**src/hss_mode_pkg.sv**
```systemverilog
// constants shared by the high-side switch mode controller
package hss_mode_pkg;
   // clock
   localparam int CLK_PERIOD_PS = 4000;
   // shutdown to low-power qualification: low-power request held longer than this
   localparam int LP_HOLD_US = 500;
   localparam int LP_HOLD_CYCLES = (LP_HOLD_US * 1000000 + CLK_PERIOD_PS - 1) / CLK_PERIOD_PS + 1;
   // short-circuit response bound, longest time
   localparam int SC_RESPONSE_NS = 5000;
   localparam int SC_RESPONSE_CYCLES = (SC_RESPONSE_NS * 1000) / CLK_PERIOD_PS;
   // low-power short-circuit response bound, longest time
   localparam int LP_SC_RESPONSE_NS = 5000;
   localparam int LP_SC_RESPONSE_CYCLES = (LP_SC_RESPONSE_NS * 1000) / CLK_PERIOD_PS;
   // default auto-retry wait and overcurrent integration time in cycles
   localparam int RETRY_CYCLES_DEFAULT = 250000;
   localparam int OC_INTEGRATE_CYCLES_DEFAULT = 1024;
   // positions of the comparator and pin inputs in the synchronised vector
   localparam int IN_WIDTH = 13;
   localparam int IN_POR_OK = 0;
   localparam int IN_ENABLE = 1;
   localparam int IN_UVLO_OK = 2;
   localparam int IN_LP_REQ_N = 3;
   localparam int IN_SWITCH = 4;
   localparam int IN_BOOT_OK = 5;
   localparam int IN_MAIN_OC = 6;
   localparam int IN_MAIN_SC = 7;
   localparam int IN_BYPASS_SC = 8;
   localparam int IN_LOAD_WAKE = 9;
   localparam int IN_MAIN_FULL = 10;
   localparam int IN_BYPASS_GOOD = 11;
   localparam int IN_LATCH_OFF = 12;
   // values after reset
   localparam logic RST_GATE = 1'b0;
   localparam logic RST_WAKE = 1'b0;
   localparam logic RST_FAULT_N = 1'b1;
   localparam logic RST_ENABLE = 1'b0;
   // device modes
   typedef enum logic [6:0] {
      ST_OFF   = 7'b000_0001, // supply below power-on level
      ST_SHUT  = 7'b000_0010, // shutdown
      ST_QUAL  = 7'b000_0100, // qualifying low-power request from shutdown
      ST_LP    = 7'b000_1000, // low-power mode
      ST_WAKE  = 7'b001_0000, // load wakeup
      ST_ACT   = 7'b010_0000, // active mode
      ST_FAULT = 7'b100_0000  // tripped, retry wait or latched off
   } mode_e;
endpackage

```
**src/pin_sync.sv**
```systemverilog
// three-stage synchroniser with agreement filter for asynchronous inputs
`timescale 1ns/1ps
module pin_sync #(
   parameter int WIDTH = 1
) (
   input wire logic clk, // system clock
   input wire logic arst_n, // asynchronous reset, active low
   input wire logic [WIDTH-1:0] din, // asynchronous inputs
   output logic [WIDTH-1:0] dout // filtered synchronous copy
);
   logic [WIDTH-1:0] s1;
   logic [WIDTH-1:0] s2;
   logic [WIDTH-1:0] s3;

   // refuse a width that the chain cannot serve
   if (WIDTH < 1) begin
      $error("pin_sync width must be at least one");
   end

   // stage chain; only s2 reads s1
   always_ff @(posedge clk or negedge arst_n) begin
      if (!arst_n) begin
         s1 <= '0;
         s2 <= '0;
         s3 <= '0;
      end else begin
         s1 <= din;
         s2 <= s1;
         s3 <= s2;
      end
   end

   // a bit changes only once the second and third stage agree
   always_ff @(posedge clk or negedge arst_n) begin
      if (!arst_n) begin
         dout <= '0;
      end else begin
         dout <= (s2 & s3) | (dout & (s2 ^ s3));
      end
   end
endmodule

```
**src/hold_timer.sv**
```systemverilog
// saturating run-time counter that flags when a hold time has elapsed
`timescale 1ns/1ps
module hold_timer #(
   parameter int LIMIT = 16
) (
   input wire logic clk, // system clock
   input wire logic arst_n, // asynchronous reset, active low
   input wire logic run, // count while high, clear while low
   output logic expired // high once run has lasted LIMIT cycles
);
   localparam int WIDTH = $clog2(LIMIT + 1);
   localparam logic [WIDTH-1:0] LIM = WIDTH'(LIMIT);
   localparam logic [WIDTH-1:0] LIM_M1 = WIDTH'(LIMIT - 1);
   logic [WIDTH-1:0] count;

   // refuse a limit that the compare cannot serve
   if (LIMIT < 2) begin
      $error("hold_timer limit must be at least two");
   end

   // count up while running, restart from zero whenever run drops
   always_ff @(posedge clk or negedge arst_n) begin
      if (!arst_n) begin
         count <= '0;
         expired <= 1'b0;
      end else if (!run) begin
         count <= '0;
         expired <= 1'b0;
      end else begin
         if (count != LIM) begin
            count <= count + WIDTH'(1);
         end
         expired <= (count >= LIM_M1);
      end
   end
endmodule

```
**src/hss_mode_ctrl.sv**
```systemverilog
// mode state machine and gate control of the high-side switch controller
`timescale 1ns/1ps
//
// Function
// - undervoltage input low forces both gates low
// - supply below power-on level: all off
// - enable low with supply up: shutdown
// - enable with request released goes straight active
// - request asserted in active enters low-power
// - low-power: bypass on, main off, wake high
// - low-power exits on release or load wakeup
// - wakeup: main first, then bypass off, wake low
// - load-wakeup state holds until request released
// - low-power undervoltage turns bypass gate off
// - low-power bootstrap undervoltage: bypass off, fault
// - bypass short before gate good forces wakeup
// - short in wakeup: both gates off, fault
// - active: main follows switch, bypass off, wake low
// - active undervoltage turns main gate off
// - active bootstrap undervoltage: main off, fault
// - integrated overcurrent trips main gate, fault
// - active short circuit trips main gate, fault
// - latch cleared by edge, request, enable, power
// - bootstrap recovery releases fault and gate drive
module hss_mode_ctrl #(
   parameter int LP_HOLD_CYCLES = hss_mode_pkg::LP_HOLD_CYCLES,
   parameter int RETRY_CYCLES = hss_mode_pkg::RETRY_CYCLES_DEFAULT,
   parameter int OC_INTEGRATE_CYCLES = hss_mode_pkg::OC_INTEGRATE_CYCLES_DEFAULT
) (
   input wire logic clk, // 250 MHz system clock
   input wire logic arst_n, // asynchronous reset, active low
   input wire logic supply_por_ok, // supply above power-on level
   input wire logic enable_undervoltage_input, // enable pin above shutdown threshold
   input wire logic enable_uvlo_ok, // enable pin above undervoltage falling level
   input wire logic low_power_request_n, // low-power request, active low
   input wire logic main_switch_input, // main switch command
   input wire logic bootstrap_ok, // bootstrap to source above undervoltage level
   input wire logic main_overcurrent, // main sense above overcurrent start threshold
   input wire logic main_short_circuit, // main sense above short-circuit threshold
   input wire logic bypass_short_circuit, // bypass sense above short-circuit threshold
   input wire logic load_wakeup_detect, // load current above load wakeup threshold
   input wire logic main_gate_full, // main gate fully enhanced
   input wire logic bypass_gate_good, // bypass gate reached gate-good level
   input wire logic latch_off_mode, // high: latch off, low: auto-retry
   output logic main_gate_drive, // main path gate on
   output logic bypass_gate_drive, // bypass path gate on
   output logic wake_out, // wake indication
   output logic fault_out_n, // fault indication, active low
   output logic charge_pump_en, // charge pump enabled
   output logic protect_en // protections enabled
);
   logic [hss_mode_pkg::IN_WIDTH-1:0] raw_in;
   logic [hss_mode_pkg::IN_WIDTH-1:0] sync_in;
   logic por_ok;
   logic en_ok;
   logic uvlo_ok;
   logic lp_req_n;
   logic sw_in;
   logic boot_ok;
   logic oc_over;
   logic sc_main;
   logic sc_bypass;
   logic load_wake;
   logic main_full;
   logic bypass_good;
   logic latch_cfg;
   logic sw_prev;
   logic sw_fall;
   logic qual_done;
   logic retry_done;
   logic oc_trip;
   logic handover;
   logic [$clog2(OC_INTEGRATE_CYCLES + 1)-1:0] oc_count;
   hss_mode_pkg::mode_e state;
   hss_mode_pkg::mode_e next_state;
   logic next_main;
   logic next_bypass;
   logic next_wake;
   logic next_fault_n;
   logic next_cp;
   logic next_prot;

   localparam int OCW = $clog2(OC_INTEGRATE_CYCLES + 1);
   localparam logic [OCW-1:0] OC_LIM_M1 = OCW'(OC_INTEGRATE_CYCLES - 1);

   // refuse counts that the timers cannot serve
   if (LP_HOLD_CYCLES < 2 || RETRY_CYCLES < 2 || OC_INTEGRATE_CYCLES < 2) begin
      $error("hss_mode_ctrl counts must be at least two");
   end

   // true in modes where the charge pump and protections run
   function automatic logic powered_mode(input hss_mode_pkg::mode_e s);
      powered_mode = (s == hss_mode_pkg::ST_LP) || (s == hss_mode_pkg::ST_WAKE) ||
                     (s == hss_mode_pkg::ST_ACT) || (s == hss_mode_pkg::ST_FAULT);
   endfunction

   // gather comparator and pin inputs for the synchroniser
   assign raw_in = {latch_off_mode, bypass_gate_good, main_gate_full, load_wakeup_detect,
                    bypass_short_circuit, main_short_circuit, main_overcurrent, bootstrap_ok,
                    main_switch_input, low_power_request_n, enable_uvlo_ok,
                    enable_undervoltage_input, supply_por_ok};

   // every comparator result enters through the synchroniser
   pin_sync #(
      .WIDTH(hss_mode_pkg::IN_WIDTH)
   ) u_sync (
      .clk(clk),
      .arst_n(arst_n),
      .din(raw_in),
      .dout(sync_in)
   );

   // named views of the synchronised inputs
   assign por_ok = sync_in[hss_mode_pkg::IN_POR_OK];
   assign en_ok = sync_in[hss_mode_pkg::IN_ENABLE];
   assign uvlo_ok = sync_in[hss_mode_pkg::IN_UVLO_OK];
   assign lp_req_n = sync_in[hss_mode_pkg::IN_LP_REQ_N];
   assign sw_in = sync_in[hss_mode_pkg::IN_SWITCH];
   assign boot_ok = sync_in[hss_mode_pkg::IN_BOOT_OK];
   assign oc_over = sync_in[hss_mode_pkg::IN_MAIN_OC];
   assign sc_main = sync_in[hss_mode_pkg::IN_MAIN_SC];
   assign sc_bypass = sync_in[hss_mode_pkg::IN_BYPASS_SC];
   assign load_wake = sync_in[hss_mode_pkg::IN_LOAD_WAKE];
   assign main_full = sync_in[hss_mode_pkg::IN_MAIN_FULL];
   assign bypass_good = sync_in[hss_mode_pkg::IN_BYPASS_GOOD];
   assign latch_cfg = sync_in[hss_mode_pkg::IN_LATCH_OFF];
   assign sw_fall = sw_prev && !sw_in;
   assign oc_trip = (oc_count == OC_LIM_M1) && oc_over && main_gate_drive;

   // switch input history for falling-edge latch clear
   always_ff @(posedge clk or negedge arst_n) begin
      if (!arst_n) begin
         sw_prev <= 1'b0;
      end else begin
         sw_prev <= sw_in;
      end
   end

   // low-power request must be held while enable qualifies
   hold_timer #(
      .LIMIT(LP_HOLD_CYCLES)
   ) u_qual_timer (
      .clk(clk),
      .arst_n(arst_n),
      .run(state == hss_mode_pkg::ST_QUAL),
      .expired(qual_done)
   );

   // auto-retry wait; cleared whenever the fault state is left
   hold_timer #(
      .LIMIT(RETRY_CYCLES)
   ) u_retry_timer (
      .clk(clk),
      .arst_n(arst_n),
      .run((state == hss_mode_pkg::ST_FAULT) && !latch_cfg),
      .expired(retry_done)
   );

   // energy integrator: counts in active mode while main conducts above the start threshold
   always_ff @(posedge clk or negedge arst_n) begin
      if (!arst_n) begin
         oc_count <= '0;
      end else if (state == hss_mode_pkg::ST_ACT && oc_over && main_gate_drive && !oc_trip) begin
         oc_count <= oc_count + OCW'(1);
      end else begin
         oc_count <= '0;
      end
   end

   // load wakeup handover: main fully on releases bypass and wake
   always_ff @(posedge clk or negedge arst_n) begin
      if (!arst_n) begin
         handover <= 1'b0;
      end else if (state != hss_mode_pkg::ST_WAKE) begin
         handover <= 1'b0;
      end else if (main_full && main_gate_drive) begin
         handover <= 1'b1;
      end
   end

   // mode transitions; supply and enable loss override every exit, short circuit is tested first in wakeup and active
   always_comb begin
      next_state = state;
      unique case (state)
         hss_mode_pkg::ST_OFF: begin
            next_state = hss_mode_pkg::ST_SHUT;
         end
         hss_mode_pkg::ST_SHUT: begin
            if (en_ok) begin
               next_state = lp_req_n ? hss_mode_pkg::ST_ACT : hss_mode_pkg::ST_QUAL;
            end
         end
         hss_mode_pkg::ST_QUAL: begin
            if (lp_req_n) begin
               next_state = hss_mode_pkg::ST_ACT;
            end else if (qual_done) begin
               next_state = hss_mode_pkg::ST_LP;
            end
         end
         hss_mode_pkg::ST_LP: begin
            if (lp_req_n) begin
               next_state = hss_mode_pkg::ST_ACT;
            end else if ((sc_bypass && !bypass_good) || load_wake) begin
               next_state = hss_mode_pkg::ST_WAKE;
            end
         end
         hss_mode_pkg::ST_WAKE: begin
            if (sc_main) begin
               next_state = hss_mode_pkg::ST_FAULT;
            end else if (lp_req_n) begin
               next_state = hss_mode_pkg::ST_ACT;
            end
         end
         hss_mode_pkg::ST_ACT: begin
            if (sc_main || oc_trip) begin
               next_state = hss_mode_pkg::ST_FAULT;
            end else if (!lp_req_n) begin
               next_state = hss_mode_pkg::ST_LP;
            end
         end
         hss_mode_pkg::ST_FAULT: begin
            if (!lp_req_n) begin
               next_state = hss_mode_pkg::ST_LP;
            end else if (latch_cfg ? sw_fall : retry_done) begin
               next_state = hss_mode_pkg::ST_ACT;
            end
         end
      endcase
      if (!por_ok) begin
         next_state = hss_mode_pkg::ST_OFF;
      end else if (!en_ok) begin
         next_state = hss_mode_pkg::ST_SHUT;
      end
   end

   // output levels for the mode being entered
   always_comb begin
      next_cp = powered_mode(next_state);
      next_prot = powered_mode(next_state);
      next_main = 1'b0;
      next_bypass = 1'b0;
      next_wake = 1'b0;
      unique case (next_state)
         hss_mode_pkg::ST_LP: begin
            next_bypass = uvlo_ok && boot_ok;
            next_wake = 1'b1;
         end
         hss_mode_pkg::ST_WAKE: begin
            next_main = uvlo_ok && boot_ok;
            next_bypass = uvlo_ok && boot_ok && !handover;
            next_wake = !handover;
         end
         hss_mode_pkg::ST_ACT: begin
            next_main = sw_in && uvlo_ok && boot_ok;
         end
         default: begin
            next_main = 1'b0;
         end
      endcase
      if (!uvlo_ok) begin
         next_main = 1'b0;
         next_bypass = 1'b0;
      end
      next_fault_n = !((next_state == hss_mode_pkg::ST_FAULT) ||
                       (powered_mode(next_state) && !boot_ok));
   end

   // mode register
   always_ff @(posedge clk or negedge arst_n) begin
      if (!arst_n) begin
         state <= hss_mode_pkg::ST_OFF;
      end else begin
         state <= next_state;
      end
   end

   // registered outputs
   always_ff @(posedge clk or negedge arst_n) begin
      if (!arst_n) begin
         main_gate_drive <= hss_mode_pkg::RST_GATE;
         bypass_gate_drive <= hss_mode_pkg::RST_GATE;
         wake_out <= hss_mode_pkg::RST_WAKE;
         fault_out_n <= hss_mode_pkg::RST_FAULT_N;
         charge_pump_en <= hss_mode_pkg::RST_ENABLE;
         protect_en <= hss_mode_pkg::RST_ENABLE;
      end else begin
         main_gate_drive <= next_main;
         bypass_gate_drive <= next_bypass;
         wake_out <= next_wake;
         fault_out_n <= next_fault_n;
         charge_pump_en <= next_cp;
         protect_en <= next_prot;
      end
   end

   // checks on the mode machine and gate outputs
   chk_uvlo_gates_low: assert property (@(posedge clk) disable iff (!arst_n)
      !uvlo_ok |=> !main_gate_drive && !bypass_gate_drive)
      else $error("gates on after undervoltage");
   chk_por_all_off: assert property (@(posedge clk) disable iff (!arst_n)
      !por_ok |=> state == hss_mode_pkg::ST_OFF && !main_gate_drive && !bypass_gate_drive && !charge_pump_en)
      else $error("not off below power-on level");
   chk_enable_shutdown: assert property (@(posedge clk) disable iff (!arst_n)
      por_ok && !en_ok |=> state == hss_mode_pkg::ST_SHUT && !protect_en && !main_gate_drive)
      else $error("shutdown not entered");
   chk_active_to_lp: assert property (@(posedge clk) disable iff (!arst_n)
      state == hss_mode_pkg::ST_ACT && por_ok && en_ok && !lp_req_n && !sc_main && !oc_trip
      |=> state == hss_mode_pkg::ST_LP)
      else $error("active did not enter low-power");
   chk_lp_outputs: assert property (@(posedge clk) disable iff (!arst_n)
      state == hss_mode_pkg::ST_LP && $past(state) == hss_mode_pkg::ST_LP
      |-> wake_out && !main_gate_drive && charge_pump_en)
      else $error("low-power outputs wrong");
   chk_wake_handover: assert property (@(posedge clk) disable iff (!arst_n)
      $fell(bypass_gate_drive) && state == hss_mode_pkg::ST_WAKE && $past(uvlo_ok && boot_ok)
      |-> handover && main_gate_drive)
      else $error("bypass dropped before main fully on");
   chk_bypass_short: assert property (@(posedge clk) disable iff (!arst_n)
      state == hss_mode_pkg::ST_LP && por_ok && en_ok && !lp_req_n && sc_bypass && !bypass_good
      && uvlo_ok && boot_ok |=> state == hss_mode_pkg::ST_WAKE && main_gate_drive)
      else $error("bypass short did not wake main");
   chk_wake_short: assert property (@(posedge clk) disable iff (!arst_n)
      state == hss_mode_pkg::ST_WAKE && por_ok && en_ok && sc_main
      |=> !main_gate_drive && !bypass_gate_drive && !fault_out_n)
      else $error("short in wakeup not tripped");
   chk_boot_fault: assert property (@(posedge clk) disable iff (!arst_n)
      (state == hss_mode_pkg::ST_ACT || state == hss_mode_pkg::ST_LP) && por_ok && en_ok && !boot_ok
      |=> !fault_out_n && !main_gate_drive && !bypass_gate_drive)
      else $error("bootstrap undervoltage not handled");
   chk_active_short: assert property (@(posedge clk) disable iff (!arst_n)
      state == hss_mode_pkg::ST_ACT && por_ok && en_ok && sc_main
      |=> state == hss_mode_pkg::ST_FAULT && !main_gate_drive && !fault_out_n)
      else $error("active short not tripped");
endmodule

```
**config.mk**
```make
export PLATFORM = sky130hd
export DESIGN_NAME = hss_mode_ctrl
export DESIGN_NICKNAME = d
export VERILOG_FILES = /design/src/hss_mode_pkg.sv /design/src/pin_sync.sv /design/src/hold_timer.sv /design/src/hss_mode_ctrl.sv
export SDC_FILE = /design/constraint.sdc
export NUM_CORES = 1
export LEC_CHECK = 0
export ABC_CLOCK_PERIOD_IN_PS = 3000
export BUFFER_PORTS_ARGS = -buffer_cell sky130_fd_sc_hd__buf_2
export CAP_MARGIN = 20
export CORE_MARGIN = 1
export CORE_UTILIZATION = 61
export CTS_CLUSTER_SIZE = 10
export DETAILED_ROUTE_END_ITERATION = 10
export PLACE_DENSITY_LB_ADDON = 0.25
export SYNTH_ARGS = -nofsm -noshare
export SYNTH_HDL_FRONTEND = slang
export SYNTH_SLANG_ARGS = --single-unit
```
**constraint.sdc**
```tcl
create_clock -name clk -period 3 [get_ports clk]
set_input_delay 0.45 -clock clk [delete_from_list [all_inputs] [get_ports clk]]
set_output_delay 0.45 -clock clk [all_outputs]
set_load 0.03 [all_outputs]
```
### Word level (Yosys, flattened, before mapping)

Cells that the tools add are included.

* bits of input ports: 15
* flip-flop bits (word level): 114
* output and inout port bits: 6
* logic and storage cells: 100

* $lt $le $gt $ge: 2
* $add $sub $neg: 3
* bitwise logic cells: 4
* equal/unequal tests: 17
* multiplexer cells: 29
* reduce and logical (&&, ||, !) cells: 28

Operators with widths (number)
* $mux 7: 12
* $pmux 7 s7: 1
* $mux 18: 2
* $mux 17: 2
* $and 13x13->13: 2
* $add 18x1->18 const B: 1
* $ge 18x18->1 const B: 1
* $ne 18x18->1 const B: 1
* $add 17x1->17 const B: 1
* $ge 17x17->1 const B: 1
* $ne 17x17->1 const B: 1
* $eq 7x4->1 const B: 2
* $eq 7x5->1 const B: 2
* $eq 7x6->1 const B: 2
* $eq 7x7->1 const B: 2
* $logic_and 1x1->1: 14
* $or 13x13->13: 1
* $xor 13x13->13: 1
* $add 11x1->11 const B: 1
* $eq 11x10->1 const B: 1
* $mux 11: 1
* $eq 7x1->1 const B: 1
* $eq 7x2->1 const B: 1
* $eq 7x3->1 const B: 1
* 8 further kinds: 28

### Depth between registers and ports, before layout

Gate-level depths: netlist of run 1.

* depth in word-level cells: 15
* depth in mapped cells: 9
* depth with buffers taken out: 7

### Modules after synthesis

A second synthesis of run 1 with hierarchy kept.

* cell total of the unflattened synthesis: 422
* area, all modules: 4927.2 um^2

Modules (own cells, without submodules)
* pin_sync: cells each 78, area each 1561.5 um^2, times used 1, sequential area each 1301.2 um^2
* hss_mode_ctrl: cells each 140, area each 1360.1 um^2, times used 1, sequential area each 628.1 um^2
* hold_timer (u_retry_timer): cells each 104, area each 1014.7 um^2, times used 1, sequential area each 475.5 um^2
* hold_timer (u_qual_timer): cells each 100, area each 991.0 um^2, times used 1, sequential area each 450.4 um^2

### Worst setup path after synthesis of run 1

Ideal clock, no wire load.

* path kind: flip-flop to flip-flop
* start point: register state[3]
* end point: register u_retry_timer.count[10]
* setup time: 0.071 ns
* cell stages (with the launch flop): 8
* arrival time: 2.012 ns
* path buffers: 3
* clock period less this slack: 2.084 ns
* setup slack: 0.916 ns
* data required time: 2.929 ns
* path through: dfrtp_1 or4_1 buf_2 or3b_4 or2_1 buf_6 buf_6 nor2_1

* word-level cells in the longest chain between the ends: 3
* elaborated cells on any way between the ends: 4
* classes of those cells: 2 x eq/ne; 1 x mux; 1 x reduce/logical

RTL lines
* from (decl): RTL line hss_mode_ctrl.sv:74 `hss_mode_pkg::mode_e state;`
* from (signal assigned): RTL line hss_mode_ctrl.sv:271 `state <= hss_mode_pkg::ST_OFF;`
* from (signal assigned): RTL line hss_mode_ctrl.sv:273 `state <= next_state;`
* $eq 7x7->1 *: RTL line hss_mode_ctrl.sv:155 `.run((state == hss_mode_pkg::ST_FAULT) && !latch_cfg),`
* $logic_and 1x1->1 *: RTL line hss_mode_ctrl.sv:155
* $ne 2x2->1 (no source line) or $mux 18 (tied branches)
* to (signal assigned): RTL line hold_timer.sv:31 `count <= count + WIDTH'(1);`
* to (decl): RTL line hold_timer.sv:14 `logic [WIDTH-1:0] count;`

Every way passes the cells marked *; elsewhere a longest branch is shown, timed or not.
A chain may end at the register's enable or synchronous reset.

### Worst setup path after layout of run 1

* start point: register state[3]
* end point: register fault_out_n

* word-level cells in the longest chain between the ends: 12
* elaborated cells on any way between the ends: 30
* classes of those cells: 11 x eq/ne; 13 x mux; 6 x reduce/logical

RTL lines
* $mux 7, on equally long branches (2 in a row)
* $pmux 7 s7 *: RTL line hss_mode_ctrl.sv:184 `unique case (state)`
* $mux 7 *: RTL line hss_mode_ctrl.sv:231 `end else if (!en_ok) begin`
* $mux 7 *: RTL line hss_mode_ctrl.sv:229 `if (!por_ok) begin`
* $eq 7x4->1 or $eq 7x5->1 (tied branches): RTL line hss_mode_ctrl.sv:93 `powered_mode = (s == hss_mode_pkg::ST_LP) || (s == hss_mode_pkg::ST_WAKE) ||`
* $logic_or 1x1->1 (2 in a row): RTL line hss_mode_ctrl.sv:93
* $logic_or 1x1->1: RTL line hss_mode_ctrl.sv:94 `(s == hss_mode_pkg::ST_ACT) || (s == hss_mode_pkg::ST_FAULT);`
* $logic_and 1x1->1: RTL line hss_mode_ctrl.sv:265 `(powered_mode(next_state) && !boot_ok));`
* $logic_or 1x1->1 *: RTL line hss_mode_ctrl.sv:264 `next_fault_n = !((next_state == hss_mode_pkg::ST_FAULT) ||`
* $logic_not 1->1 *: RTL line hss_mode_ctrl.sv:264
* via next_fault_n: RTL line hss_mode_ctrl.sv:79 `logic next_fault_n;`
* to (signal assigned): RTL line hss_mode_ctrl.sv:283 `fault_out_n <= hss_mode_pkg::RST_FAULT_N;`
* to (signal assigned): RTL line hss_mode_ctrl.sv:290 `fault_out_n <= next_fault_n;`
* to (decl): RTL line hss_mode_ctrl.sv:48 `output logic fault_out_n,`

The timed path passes the listed nets; every way through them passes the cells marked *.

==> results of run 1 <==
-- power groups by stage --
| stage | Combinational (mW) | Sequential (mW) | Clock, mW |
|---|---|---|---|
| after floorplan | 0.0624 | 1.64 | 0 |
| after global placement | 0.104 | 1.65 | 0 |
| after detailed placement | 0.110 | 1.65 | 0 |
| after CTS | 0.116 | 1.63 | 2.20 |
| after global routing | 0.129 | 1.64 | 2.27 |
| final | 0.113 | 1.63 | 2.17 |
-- logic make-up after synthesis --
logic type,Yosys count
xor gates and xnor gates,39
AOI/OAI and AO/OA,44
adders and majority gates,19
buffers and inverters,28
muxes,3
DFF,114
and+or+nand+nor,165
-- registers in the layout, summed over array words and instances (netlist names), 7 cells and up --
signal and flops:
u_retry_timer.count 18, u_qual_timer.count 17, u_sync.dout 13, u_sync.s1 13
u_sync.s2 13, u_sync.s3 13, oc_count 11, state 7
-- critical path, delay by kind of cell (launching register included) --
| family | cells | cell delay, ns |
|---|---|---|
| AND/OR/NAND/NOR | 3 | 1.31 |
| flip-flops | 1 | 0.45 |
| AO/OA/AOI/OAI | 3 | 0.71 |
-- metrics by stage --
| step | total power, mW | instances |
|---|---|---|
| final | 3.92 | 554 |
| after CTS | 3.94 | 554 |
| after floorplan | 1.70 | 412 |
| after global routing | 4.04 | 554 |
| after global placement | 1.76 | 521 |
| after detailed placement | 1.76 | 521 |
-- cells in the mapped netlist, types with 3 or more instances --
cell,number
mux2i_1,3
dfrtp_1,112
o21ai_0,5
and3_1,12
a21oi_1,11
ha_1,19
nand3_1,20
nand2_1,17
a21o_1,13
nor2b_1,6
and2_1,3
nand4_1,9
nand2b_1,5
inv_1,17
nor2_1,55
clkbuf_1,5
buf_2,3
xor2_1,26
xnor2_1,13
nor4_1,8
nor3_1,11
or4_1,4
-- final timing paths --
check / from / slack, ns / endpoint / depth (start not counted)
max: state[3] / 0.46 / fault_out_n / 6
min: bypass_short_circuit / 0.05 / u_sync.s1[8] / 1
max reg2reg: state[3] / 0.46 / fault_out_n / 6
min reg2reg: u_sync.s1[2] / 0.34 / u_sync.s2[2] / 0
max in group asynchronous: arst_n / 1.70 / state[0] / 3
min in group asynchronous: arst_n / 0.51 / oc_count[2] / 2
-- final cells by class --
type / count / area (sq um)
Fill cell: 456 / 1790
Clock buffer: 22 / 473
Clock inverter: 10 / 178
Sequential cell: 114 / 2860
Inverter: 17 / 63.8
Timing Repair Buffer: 22 / 133
Tap cell: 99 / 124
Multi-Input combinational cell: 270 / 1750
-- per-layer routing --
layer	wire (um)	vias up
li1	-	1479
met1	3720	1570
met2	4450	82
met3	363	18
met4	139	0
met5	0	-
-- layout by cell type (no fill, tap or decap), types with 11 or more instances in the layout --
cell type  synthesis  final
dfrtp_1          112    112
clkbuf_16          0     16
nand2_1           17     17
inv_1             17     17
a21o_1            13     13
ha_1              19     19
xor2_1            26     26
buf_2              3     19
nor3_1            11     11
and3_1            12     12
a21oi_1           11     11
xnor2_1           13     13
nor2_1            55     55
nand3_1           20     20
-- repair_timing --
item / in CTS / in global routing
endpoints found under the hold margin: 49 / 0
hold buffers: 1 / 0
resized for setup: 0 / 0
endpoints found under the setup margin: 0 / 0
==> results.md, run 1 <==
* Final worst slack at around 0.46 ns
* Hold_ws at approximately 0.048 ns
* Largest family of logic cells by synthesized area: simple AND/OR/NAND/NOR gates
* Top FF cell, synth: dfrtp_1
* DR WL/cell at 15.6 um
* # Max-Cap Violations at 0
* Sw frac at 19.5%
* Synthesized area per cell at 11.5 sq um
* Xor/xnor share of the synthesized area at 7.21%
* Clock share of power at between 50% and 60%
* Post-Synth Simple-Gate Area at 17.9%
* Clk_skew at 0.00626 ns
* Yosys synthesis warning count at 0
* Critical path type: register to register
* CP peak stage delay at 0.68 ns
* Final setup viols at 0
* Share of cells above drive strength 1 at 13.2%
* Mapped cell area at 4730 sq um
* Place WS at around 0.64 ns
* RSZ-0062 raised after global routing: false
* Setup crit start kind: register
* Slew margin rel. at 50.0%
* Port-buffer cells at 20
* First-pass GRT wire length at 15000 um
* Initial antenna violation count at 0
* Die ar. at between 8000 and 9000 sq um
* Core ar. at 7370 sq um
* Antenna-violating nets left at 0
* Via count at between 3000 and 4000
* Number of DRC markers in iteration 0 at 217
* Min cycle time layout at roughly 2.5 ns
* Count of cell types in the netlist at slightly below 50
* Vias per cell at 5.68
* Gate Count Post-Synth at 412
* Rows at 31
* Vias in the first global route at 3231
* Synth Register Bits at 114
* CP max-delay cell: or4_1
* Sequential power share at between 40% and 50%
* Placed instance area at 4920 sq um
* CTS tree: yes
* Synth async-reset ratio at 100%
* # DRC at 0
* Finished Cell Area at 5580 sq um
* Measured slew at the worst slew-check pin at 0.744 ns
* # nets final at approximately 480
* Met1 GRT Util at between 20 and 30%
* RePlAce Congestion at 0.907
* Initial Util at 64.2%
* Gate power share at 2.9%
* Post-Route WL at 8670 um
* EDFF count, synth at 0
* Outcome: complete, no violations
* Leakage power at 2.57 nW
* Synth top area cells: dfrtp_1, ha_1, xor2_1
* DR pass1 iterations at 4
* # Post-CTS Setup Buffers at 0
* Pwr Density at 702 nW/um^2
* Yosys top cell area share at approximately 60%
* Worst Hold Class: input port to register
* Fin util at 75.7%
* Crit path cell chain: or4_1, nand2b_1, o21ai_0, and3_1, o21ai_1, o21a_1
* Top Ports at 21
* Syn Nets at 446
* Diode count at 0
* Setup TNS Final at 0 ns
* Area Growth Syn to Fin at 17.8%
* Maximum VDD drop at 627 uV
* Largest net degree at the start of global routing at 65
* Die Y at 90.1 um
* H-tree levels at 4
* Yosys top cell by area: dfrtp_1
* Most Used Layer, Global Route: met2
* Met2 Use GR at 39.9%
* Multiplexer area fraction after synthesis at 0.634%
* Fmax at 0.394 GHz
* Final Slew Violations at 0
* Sequential share of the synthesized area at 60.3%
* Internal power at 3.15 mW
* Arr. time, crit path at 2.97 ns
* Synth Area in Compound Gates at between 6 and 7%
* Hold Violations, Final at 0
* Gr usage total at between 20% and 30%
* Worst-Skew Late Latency at 0.51 ns
* Chip Width at between 90 and 100 um
* Post-route clock period utilization at 84.6%
* Sw Pwr at 0.765 mW
* Adder-Cell Fraction of Synth Area at 5.02%
* Clock Path Buffers at 2
* CTS clk-pin slew, worst paths at about 0.060 ns
* Total grt overflow at 0
* Crit Path Max Fanout at 9
* Root buffer cell: clkbuf_8
* Met3 Use GR at 6.77%
* CTS Buf Count at 17
* Clk sink count at 114
* Critical Path End Type: register
* WP data required at 3.43 ns
* Post-detail-place hpwl at 5280 um
Note: power is estimated with default switching activity, not from simulation.
==> run 2, diff against run 1 <==
--- a/config.mk
+++ b/config.mk
@@ -5,11 +5,11 @@
 export SDC_FILE = /design/constraint.sdc
 export NUM_CORES = 1
 export LEC_CHECK = 0
-export ABC_CLOCK_PERIOD_IN_PS = 3000
+export ABC_CLOCK_PERIOD_IN_PS = 2100
 export BUFFER_PORTS_ARGS = -buffer_cell sky130_fd_sc_hd__buf_2
 export CAP_MARGIN = 20
 export CORE_MARGIN = 1
-export CORE_UTILIZATION = 61
+export CORE_UTILIZATION = 55
 export CTS_CLUSTER_SIZE = 10
 export DETAILED_ROUTE_END_ITERATION = 10
 export PLACE_DENSITY_LB_ADDON = 0.25
==> constraint.sdc (replaced) <==
create_clock -name clk -period 2.1 [get_ports clk]
set_input_delay 0.315 -clock clk [delete_from_list [all_inputs] [get_ports clk]]
set_output_delay 0.315 -clock clk [all_outputs]
set_load 0.03 [all_outputs]
==> results.md, run 2 (synthesis gave the netlist of run 1 again) <==
* # nets final at 505
* Vias per cell at ~5.5
* Outcome: complete, no violations
* Sequential power share at 41.7%
* Initial Util at 57.3%
* Sw frac at 19.8%
* CTS clk-pin slew, worst paths at 0.06 ns
* Clock share of power at 54.7%
* CTS tree: yes
* Share of cells above drive strength 1 at around 17%
* Sw Pwr at 1.10 mW
* Largest net degree at the start of global routing at about 70
* Largest registers: u_retry_timer.count (18), u_qual_timer.count (17)
* Maximum VDD drop at 600 uV
* Antenna-violating nets left at 0
* Critical Path End Type: register
* Via count at 3242
* Hold Violations, Final at 0
* Diode count at 0
* Biggest register: u_retry_timer.count
* Clk sink count at about 110
* Port-buffer cells at 20
* Min cycle time layout at 2.04 ns
* Worst-Skew Late Latency at 0.51 ns
* Fin util at between 70% and 80%
* # Post-CTS Setup Buffers at 0
* Clk_skew at 0.00834 ns
* Die ar. at between 8000 and 9000 sq um
* Internal power at 4.47 mW
* Commonest non-fill, non-tap cell in the layout: dfrtp_1
* Crit Path Max Fanout at 5
* Max reg flops at 18
* Most frequent cells in the layout: dfrtp_1, nor2_1, xor2_1
* RSZ-0062 raised after global routing: true
* DR pass1 iterations at 5
* Area Growth Syn to Fin at 24.2%
* # Max-Cap Violations at 0
* H-tree levels at 4
* Fill count at 569
* CTS Buf Count at 17
* Root buffer cell: clkbuf_8
* WP data required at 2.54 ns
* Post-route clock period utilization at 97.3%
* Rows at 33
* Chip Width at 94.8 um
* Finished Cell Area at 5880 sq um
* First-pass GRT wire length at 15200 um
* RePlAce Congestion at 0.871
* Gate power share at 3.6%
* # DRC at 0
* DR WL/cell at 15.0 um
* Placed instance area at between 5000 and 6000 sq um
* Measured slew at the worst slew-check pin at ~0.46 ns
* Vias in the first global route at 3385
* Fmax at between 0.4 and 0.5 GHz
* Worst Hold Class: input port to async pin
* Total grt overflow at 0
* Final setup viols at 0
* Top Ports at 21
* Critical path type: register to register
* Pwr Density at 948 nW/um^2
* Die Y at 94.8 um
* Post-detail-place hpwl at between 5000 and 6000 um
* Core ar. at around 8300 sq um
* Slew margin rel. at 69.4%
* Setup crit start kind: register
* Number of DRC markers in iteration 0 at 106
* Final Slew Violations at 0
* Clock Path Buffers at 2
* Leakage power at 2.70 nW
* Gr usage total at 22.4%
* Post-Route WL at a little under 9000 um
* Arr. time, crit path at 2.48 ns
* Initial antenna violation count at 0
-- run 2: cell types whose count changed in the layout (fill, tap and decap cells not counted), sizes merged --
| cell | before | now |
|---|---|---|
| buf | 21 | 37 |
| clkinv | 4 | 3 |
| clkinvlp | 1 | 2 |
| dlygate4sd3 | 1 | 14 |
-- run 2: final cells by class --
| cell class | instances | area, sq um | area share [%] |
|---|---|---|---|
| tap | 105 | 131 | 2.23 |
| clock inverter | 10 | 180 | 3.06 |
| multi-input combinational | 270 | 1800 | 30.7 |
| timing repair buffer | 51 | 395 | 6.72 |
| sequential | 114 | 2860 | 48.5 |
| inverter | 17 | 63.8 | 1.08 |
| clock buffer | 22 | 453 | 7.70 |
-- run 2: power by group through the flow --
stage | clock network [mW] | logic [mW] | registers [mW]
after detailed placement | 0 | 0.176 | 2.36
after floorplan | 0 | 0.0892 | 2.34
after CTS | 3.09 | 0.203 | 2.32
after global routing | 3.19 | 0.233 | 2.33
final | 3.05 | 0.203 | 2.32
after global placement | 0 | 0.168 | 2.36
-- run 2: final timing paths --
kind | slack [ns] | end | cells after the start | startpoint
worst max register to register | 0.06 | fault_out_n | 6 | state[3]
worst min-delay path | 0.21 | u_sync.s3[8] | 2 | arst_n
min in group clk | 0.34 | u_sync.s2[11] | 0 | u_sync.s1[11]
worst min register to register | 0.34 | u_sync.s2[11] | 0 | u_sync.s1[11]
worst max-delay path | 0.06 | fault_out_n | 6 | state[3]
max in group asynchronous | 1.26 | state[0] | 3 | arst_n
-- run 2: worst max-delay path: stages (launching register included) --
cell      delay (ns)
dfrtp_1         0.37
or4_4           0.58
or3b_4          0.42
o211ai_1        0.18
o32a_1          0.16
o21ai_1         0.09
o21a_1          0.19
-- run 2: stage by stage --
step	hold slack, ns	instances	setup slack [ns]	TNS, ns	total power, mW
floorplan	0.0194	412	0.0163	0	2.43
global placement	0.185	543	0.0396	0	2.52
detailed placement	0.183	543	-0.0183	-0.0183	2.54
CTS	0.194	589	0.00848	0	5.62
global route	0.227	589	-0.0264	-0.0264	5.76
finish	0.206	589	0.0567	0	5.58
-- run 2: repair_timing --
item | in CTS | in global routing
gates resized for setup | 4 | 9
endpoints found under the hold margin | 96 | 0
endpoints found under the setup margin | 8 | 6
hold buffers | 14 | 0
-- run 2: layer usage --
layer / up-vias / track usage (%) / wire length [um]
met3: 14 / 4.91 / 241
met4: 0 / 12.8 / 172
li1: 1531 / - / -
met2: 63 / 37.9 / 4560
met5: - / 0 / 0
met1: 1634 / 26.3 / 3890
